===== config.mk =====
export PLATFORM = sky130hd
export DESIGN_NAME = gep_group_cfg
export DESIGN_NICKNAME = d
export VERILOG_FILES = /design/src/gep_pkg.sv /design/src/gep_group_cfg.sv
export SDC_FILE = /design/constraint.sdc
export NUM_CORES = 1
export LEC_CHECK = 0
export BUFFER_PORTS_ARGS = -buffer_cell sky130_fd_sc_hd__buf_2
export CAP_MARGIN = 20
export CORE_AREA = 3 3 163 165
export CTS_CLUSTER_SIZE = 14
export DETAILED_ROUTE_END_ITERATION = 12
export DIE_AREA = 0 0 166 168
export PLACE_DENSITY = 0.66
export SLEW_MARGIN = 40
export SYNTH_ARGS = -nofsm -noshare
export SYNTH_HDL_FRONTEND = slang
export SYNTH_SLANG_ARGS = --single-unit

===== constraint.sdc =====
create_clock -name clk -period 3.3 [get_ports clk]
set_input_delay 0 -clock clk [delete_from_list [all_inputs] [get_ports clk]]
set_output_delay 0 -clock clk [all_outputs]
set_load 0.01 [all_outputs]

===== src/gep_pkg.sv =====
package gep_pkg;

	// Register byte addresses.
	localparam logic [7:0] GEP_OFF_GROUP_CFG  = 8'h00;
	localparam logic [7:0] GEP_OFF_PROT_WIN   = 8'h04;
	localparam logic [7:0] GEP_OFF_PORT_CFG0  = 8'h10;
	localparam logic [7:0] GEP_OFF_GLOBAL_CFG = 8'h20;
	localparam logic [7:0] GEP_OFF_STATUS     = 8'h24;

	// Group configuration fields.
	localparam int GEP_GC_RXEN_BIT  = 0;
	localparam int GEP_GC_TXEN_BIT  = 1;
	localparam int GEP_GC_SUBD_BIT  = 2;
	localparam logic [31:0] GEP_GC_MASK  = 32'h0000_0007;
	localparam logic [31:0] GEP_GC_RESET = 32'h0000_0000;

	// Memory protection fields.
	localparam int GEP_PW_EN_BIT = 31;
	localparam int GEP_PW_HI_LSB = 16;
	localparam int GEP_PW_LO_LSB = 0;
	localparam int GEP_PW_BOUND_W = 12;
	localparam logic [31:0] GEP_PW_MASK  = 32'h8FFF_0FFF;
	localparam logic [31:0] GEP_PW_RESET = 32'h0000_0000;

	// Port configuration fields.
	localparam logic [31:0] GEP_PC_MASK  = 32'h0000_03F7;
	localparam logic [31:0] GEP_PC_RESET = 32'h0000_0000;

	// Global configuration: port combining select.
	localparam int GEP_PCS_LSB = 0;
	localparam logic [31:0] GEP_GL_MASK  = 32'h0000_0003;
	localparam logic [31:0] GEP_GL_RESET = 32'h0000_0000;

	// Status bits.
	localparam int GEP_ST_MISMATCH_BIT = 0;
	localparam int GEP_ST_EXTBUF_BIT   = 1;

	typedef struct packed {
		logic        write;
		logic        read;
		logic [7:0]  addr;
		logic [31:0] wdata;
	} gep_bus_req_t;

endpackage

===== src/gep_group_cfg.sv =====
`timescale 1ns/10ps
////////////////////////////////////////////////////////////////////////////////
module gep_group_cfg
	import gep_pkg::*;
#(
	parameter int SLOTS = 32,
	parameter int PORTS = 4
) (
	// Clock and reset.
	input  wire logic               clk,
	input  wire logic               rst_n,
	input  wire logic               clk_en,
	// Register port.
	input  wire logic [7:0]         addr,
	input  wire logic [31:0]        wdata,
	input  wire logic               write,
	input  wire logic               read,
	output logic      [31:0]        rdata,
	// Per-slot enables from the time slot map, left untouched.
	input  wire logic [SLOTS-1:0]   slot_tx_enable,
	input  wire logic [SLOTS-1:0]   slot_rx_enable,
	input  wire logic [SLOTS-1:0]   slot_sub_enable,
	// Gated enables and configuration outputs to the channel engines.
	output logic      [SLOTS-1:0]   eff_tx_enable,
	output logic      [SLOTS-1:0]   eff_rx_enable,
	output logic      [SLOTS-1:0]   eff_sub_enable,
	output logic                    tx_data_oe_n,
	output logic                    ext_buffer_enable,
	output logic                    protection_enable,
	output logic      [11:0]        protection_high_bound,
	output logic      [11:0]        protection_low_bound,
	output logic      [PORTS*32-1:0] port_cfg
);

	////////////////////////////////////////////////////////////////////////////

	typedef struct packed {
		logic [31:0]          group_configuration;
		logic [31:0]          memory_protection_window;
		logic [PORTS*32-1:0]  port_cfg;
		logic [31:0]          global_cfg;
		logic [31:0]          rdata;
		logic [SLOTS-1:0]     eff_tx;
		logic [SLOTS-1:0]     eff_rx;
		logic [SLOTS-1:0]     eff_sub;
		logic                 tx_oe_n;
		logic                 ext_buf;
		logic                 mismatch;
	} gep_state_t;

	gep_state_t state;
	gep_state_t next_state;
	gep_bus_req_t req;

	assign req = '{write: write, read: read, addr: addr, wdata: wdata};

	// Word select of one port descriptor out of the packed array.
	function automatic logic [31:0] port_word(input logic [PORTS*32-1:0] pc, input int idx);
		port_word = pc[idx*32 +: 32];
	endfunction

	// Checks that combined ports hold identical descriptors.
	function automatic logic combine_mismatch(input logic [PORTS*32-1:0] pc,
		input logic [1:0] sel);
		logic bad;
		bad = 1'b0;
		if (PORTS >= 4) begin
			if (sel == 2'h1) begin
				bad = (port_word(pc, 1) != port_word(pc, 0)) ||
				      (port_word(pc, 3) != port_word(pc, 2));
			end
			if (sel == 2'h2) begin
				bad = (port_word(pc, 1) != port_word(pc, 0)) ||
				      (port_word(pc, 2) != port_word(pc, 0)) ||
				      (port_word(pc, 3) != port_word(pc, 0));
			end
		end
		combine_mismatch = bad;
	endfunction

	////////////////////////////////////////////////////////////////////////////

	always_comb begin
		logic tx_on;
		logic rx_on;
		logic sub_off;
		tx_on = 1'b0;
		rx_on = 1'b0;
		sub_off = 1'b0;
		next_state = state;
		next_state.rdata = 32'h0000_0000;
		if (req.write) begin
			if (req.addr == GEP_OFF_GROUP_CFG) begin
				next_state.group_configuration = req.wdata & GEP_GC_MASK;
			end
			if (req.addr == GEP_OFF_PROT_WIN) begin
				next_state.memory_protection_window = req.wdata & GEP_PW_MASK;
			end
			if (req.addr == GEP_OFF_GLOBAL_CFG) begin
				next_state.global_cfg = req.wdata & GEP_GL_MASK;
			end
			for (int p = 0; p < PORTS; p++) begin
				if (req.addr == GEP_OFF_PORT_CFG0 + 8'(p * 4)) begin
					next_state.port_cfg[p*32 +: 32] = req.wdata & GEP_PC_MASK;
				end
			end
		end
		if (req.read) begin
			if (req.addr == GEP_OFF_GROUP_CFG) begin
				next_state.rdata = state.group_configuration;
			end
			if (req.addr == GEP_OFF_PROT_WIN) begin
				next_state.rdata = state.memory_protection_window;
			end
			if (req.addr == GEP_OFF_GLOBAL_CFG) begin
				next_state.rdata = state.global_cfg;
			end
			if (req.addr == GEP_OFF_STATUS) begin
				next_state.rdata[GEP_ST_MISMATCH_BIT] = state.mismatch;
				next_state.rdata[GEP_ST_EXTBUF_BIT] = state.ext_buf;
			end
			for (int p = 0; p < PORTS; p++) begin
				if (req.addr == GEP_OFF_PORT_CFG0 + 8'(p * 4)) begin
					next_state.rdata = port_word(state.port_cfg, p);
				end
			end
		end
		tx_on = state.group_configuration[GEP_GC_TXEN_BIT];
		rx_on = state.group_configuration[GEP_GC_RXEN_BIT];
		sub_off = state.group_configuration[GEP_GC_SUBD_BIT];
		next_state.eff_tx = tx_on ? slot_tx_enable : '0;
		next_state.eff_rx = rx_on ? slot_rx_enable : '0;
		next_state.eff_sub = sub_off ? '0 : slot_sub_enable;
		next_state.ext_buf = sub_off;
		next_state.tx_oe_n = ~tx_on;
		next_state.mismatch = combine_mismatch(state.port_cfg,
			state.global_cfg[GEP_PCS_LSB +: 2]);
	end

	////////////////////////////////////////////////////////////////////////////

	always_ff @(posedge clk or negedge rst_n) begin
		if (!rst_n) begin
			state <= '0;
			state.group_configuration <= GEP_GC_RESET;
			state.memory_protection_window <= GEP_PW_RESET;
			state.global_cfg <= GEP_GL_RESET;
			state.port_cfg <= {PORTS{GEP_PC_RESET}};
			state.tx_oe_n <= 1'b1;
		end else if (clk_en) begin
			state <= next_state;
		end
	end

	assign rdata = state.rdata;
	assign eff_tx_enable = state.eff_tx;
	assign eff_rx_enable = state.eff_rx;
	assign eff_sub_enable = state.eff_sub;
	assign tx_data_oe_n = state.tx_oe_n;
	assign ext_buffer_enable = state.ext_buf;
	assign protection_enable = state.memory_protection_window[GEP_PW_EN_BIT];
	assign protection_high_bound = state.memory_protection_window[GEP_PW_HI_LSB +: GEP_PW_BOUND_W];
	assign protection_low_bound = state.memory_protection_window[GEP_PW_LO_LSB +: GEP_PW_BOUND_W];
	assign port_cfg = state.port_cfg;

endmodule


==> impl.org <==
** Setup path
- Worst path arrival time :: 2560 ps
- Data required time at the worst endpoint :: 3610 ps
- Class of the most critical setup path :: in2reg
- The worst setup path is launched from an input port.
- Of all nets on the critical path, the largest fanout is 15.
- STA classifies the critical path endpoint as a flip-flop.

** Worst hold path
- Path category of the worst min-delay check :: in2reg

** CTS
- For this design, the CTS-stage hold fixing added 125 buffers.
- Post-CTS Setup Repair Bufs :: 0
- Worst skew pair latency :: 430 ps
- The clock tree synthesis step divided the H-tree into 4 levels.
- Number of buffers inserted during clock tree synthesis :: 17
- The number of gates resized after CTS was 0.
- Root buffer cell :: sky130_fd_sc_hd__clkbuf_16
- Clock tree buffer depth :: 2
- TritonCTS built the clock tree.
- Counting every sink on the clock net gives 190.
- After clock tree synthesis, the clock-pin slew on the worst setup and hold paths is 80 ps.

** Synthesis
- Asr flop ratio synth :: 100%
- For this run, the register share of the synthesized area comes to 45.0%.
- Cells taking the most area after synthesis :: sky130_fd_sc_hd__dfrtp_1, sky130_fd_sc_hd__buf_4, sky130_fd_sc_hd__o21ai_0
- Post-synthesis sequential element count :: 190
- Number of synthesis warnings :: 0
- Commonest register cell after synthesis :: sky130_fd_sc_hd__dfrtp_1
- Largest area contributor in the synthesized netlist :: sky130_fd_sc_hd__dfrtp_1
- The synthesized netlist occupies a cell area of 10600 um2.
- Number of distinct standard cells referenced by the synthesized netlist :: 46
- Syn Inst Count :: 1089
- Synthesized area divided by synthesized cell count :: 9.70 um2
- The synthesized design devotes to its leading area cell type 44.8% of total area.
- EDFF count, synth :: 0

** Power
- Maximum resistive drop on vdd :: 251 uV
- Clock network fraction of total power :: 40.4%
- Summed over all nets, the switching power comes to 1.43 mW.
- Combinational Power Share :: 12.5%
- Per report_power, the sequential group accounts for 47.1% of the total.
- Dividing total power by cell area gives a power density of 413 nW/um2.
- Power Internal :: 3.78 mW
- Leakage power total :: 6.59 nW
- Net switching is 27.5% of the power.
- Power consumption :: 5.21 mW

** Run status
- Outcome :: finished, final reports clean

** Placed design
- Number of buffers added on ports :: 317
- Detailed placement finished with a half-perimeter wire length of 18.2 mm.
- Routability cong. :: 0.807

** STA
- After layout, the minimum clock period comes to 2250 ps.
- Worst clock skew :: 11.3 ps
- Measured against its own limit, the worst slew margin works out to 47.3%.
- Hold slack final :: 29.8 ps
- Setup Viol. Count Final :: 0
- At the pin with the least slew margin, the transition time is 790 ps.
- The final critical path takes up 68.3% of the cycle.
- The number of pins exceeding their max-slew limit in the final report is 0.
- The hold violation total from the final report came to 0.
- Setup repair after global routing left no endpoint under its margin.
- Setup TNS :: 0 ps
- Based on the critical path, the design can be clocked at up to 443 MHz.

** Final layout
- Area Overhead vs Synth :: 19.5%
- Final Util :: 50.1%
- The number of antenna diodes in the final layout is 0.
- Leaving out fill and tap cells, the most frequent cells in the layout are sky130_fd_sc_hd__buf_2, sky130_fd_sc_hd__dfrtp_1, sky130_fd_sc_hd__o21ai_0.
- For this run, the post-layout net count is 1471.
- Most common cell after layout, fill and taps aside :: sky130_fd_sc_hd__buf_2
- Fraction of final layout cells with drive strength greater than 1 :: 31.0%
- Fill cells in the final layout number 2300.

** Route
- Routed vias/inst :: 4.60
- Final Routed Wirelength :: 26.9 mm
- The count of nets left with antenna violations once routing finished came out at 0.
- For this block, the initial DRC count from the detailed router was 593.
- Total DRC errors in the routed layout :: 0
- Vias after detailed routing :: 7692
- Routed length per placed instance :: 16.1 um
- The first TritonRoute pass finished after 5 iterations.

** Global route
- The via count of the first global-routing pass was 7684.
- Entering global routing, the biggest net connects 118 pins.
- Antenna violations before repair :: 0
- Global routing used 18.9% of the available tracks.
- Total global routing overflow :: 0
- Wire length of the first global-routing pass :: 42.7 mm

** Floorplanning
- Measured along the y axis, the die boundary spans 168 um.
- Count of standard-cell rows :: 58
- I/O pin count :: 424
- Starting Density :: 42.0%
- Die outline area :: 27900 um2
- Floorplan Core Area :: 25200 um2
- Horizontal extent of the die :: 166 um

** Job
- Max-cap check violation count :: 0
Yosys cell counts (2+ instances only):
library cell	instances
sky130_fd_sc_hd__buf_4	282
sky130_fd_sc_hd__dfrtp_1	189
sky130_fd_sc_hd__o21ai_0	129
sky130_fd_sc_hd__inv_1	123
sky130_fd_sc_hd__nand3_1	70
sky130_fd_sc_hd__clkbuf_1	37
sky130_fd_sc_hd__nand3b_1	32
sky130_fd_sc_hd__mux2_2	30
sky130_fd_sc_hd__mux2_1	21
sky130_fd_sc_hd__nand2_1	20
sky130_fd_sc_hd__mux2_4	18
sky130_fd_sc_hd__nor2_1	13
sky130_fd_sc_hd__xnor2_1	13
sky130_fd_sc_hd__a21oi_1	12
sky130_fd_sc_hd__nor3_1	11
sky130_fd_sc_hd__o22ai_1	11
sky130_fd_sc_hd__and3_1	9
sky130_fd_sc_hd__buf_2	7
sky130_fd_sc_hd__mux2i_1	7
sky130_fd_sc_hd__o21a_1	7
sky130_fd_sc_hd__buf_1	5
sky130_fd_sc_hd__nand4_1	5
sky130_fd_sc_hd__o22a_1	5
sky130_fd_sc_hd__or3_1	5
sky130_fd_sc_hd__xor2_1	5
sky130_fd_sc_hd__and2_1	2
sky130_fd_sc_hd__o211ai_1	2
per-stage QoR:
step | instances | instance area [um2] | setup slack (ps)
floorplan | 1187 | 10900 | 1720
global placement | 1515 | 10700 | 1020
detailed placement | 1515 | 10700 | 944
CTS | 1672 | 12600 | 1030
global route | 1673 | 12600 | 934
finish | 1673 | 12600 | 1050
power by group through the flow:
stage               Sequential (mW)  Clock, mW  Combinational (mW)
floorplan                      2.48          0               0.445
global placement               2.50          0               0.519
detailed placement             2.50          0               0.526
CTS                            2.45       2.17               0.645
global route                   2.46       2.27               0.718
finish                         2.45       2.11               0.652
layer usage:
| layer | vias up | GRT usage [%] | wire length (um) | part of all wire [%] |
|---|---|---|---|---|
| met3 | 46 | 4.67 | 1880 | 7.0 |
| met1 | 3648 | 23.4 | 10800 | 40 |
| met2 | 325 | 32.9 | 13600 | 50 |
| li1 | 3673 | - | - | - |
| met5 | - | 0 | 0 | 0 |
| met4 | 0 | 5.71 | 658 | 2.4 |
worst paths after layout:
check                      slack (ps)          start                         to  depth (start not counted)
min in group asynchronous          50          rst_n          eff_rx_enable[16]                          2
hold reg to reg                   470   tx_data_oe_n               tx_data_oe_n                          2
setup reg to reg                 1380  port_cfg[100]                   state[0]                          5
max in group asynchronous        2330          rst_n         eff_sub_enable[31]                          4
setup / recovery                 1050        addr[0]  protection_high_bound[11]                          8
hold / removal                     30        addr[3]                   rdata[9]                          3
cells by family after synthesis:
family / share of synthesized area [%]
compound gates: 8.93
xor+xnor: 1.49
buf+inv: 26.3
flops: 45.0
other cells: 0.0355
mux: 8.87
simple gates: 9.31
area by class of cell:
class | instances | area [um2] | area share (%)
Clock buffer | 18 | 429 | 3.40
Inverter | 123 | 462 | 3.66
Multi-Input combinational cell | 542 | 3390 | 26.9
Tap cell | 330 | 413 | 3.27
Timing Repair Buffer | 456 | 3000 | 23.8
Sequential cell | 190 | 4760 | 37.7
Clock inverter | 14 | 169 | 1.34
sequential cells by signal, indices dropped and copies added (netlist names):
register / count
port_cfg: 36
eff_rx_enable: 32
eff_sub_enable: 32
eff_tx_enable: 32
rdata: 25
protection_high_bound: 12
protection_low_bound: 12
state: 5
ext_buffer_enable: 1
next_state: 1
protection_enable: 1
tx_data_oe_n: 1
critical path: stages:
cell and delay, ps:
sky130_fd_sc_hd__dlygate4sd3_1 530, sky130_fd_sc_hd__buf_2 130, sky130_fd_sc_hd__nor3_1 230, sky130_fd_sc_hd__buf_4 240, sky130_fd_sc_hd__and3_1 190, sky130_fd_sc_hd__nand3_1 480, sky130_fd_sc_hd__buf_4 430, sky130_fd_sc_hd__mux2_1 340
(Power assumes the default switching activity.)
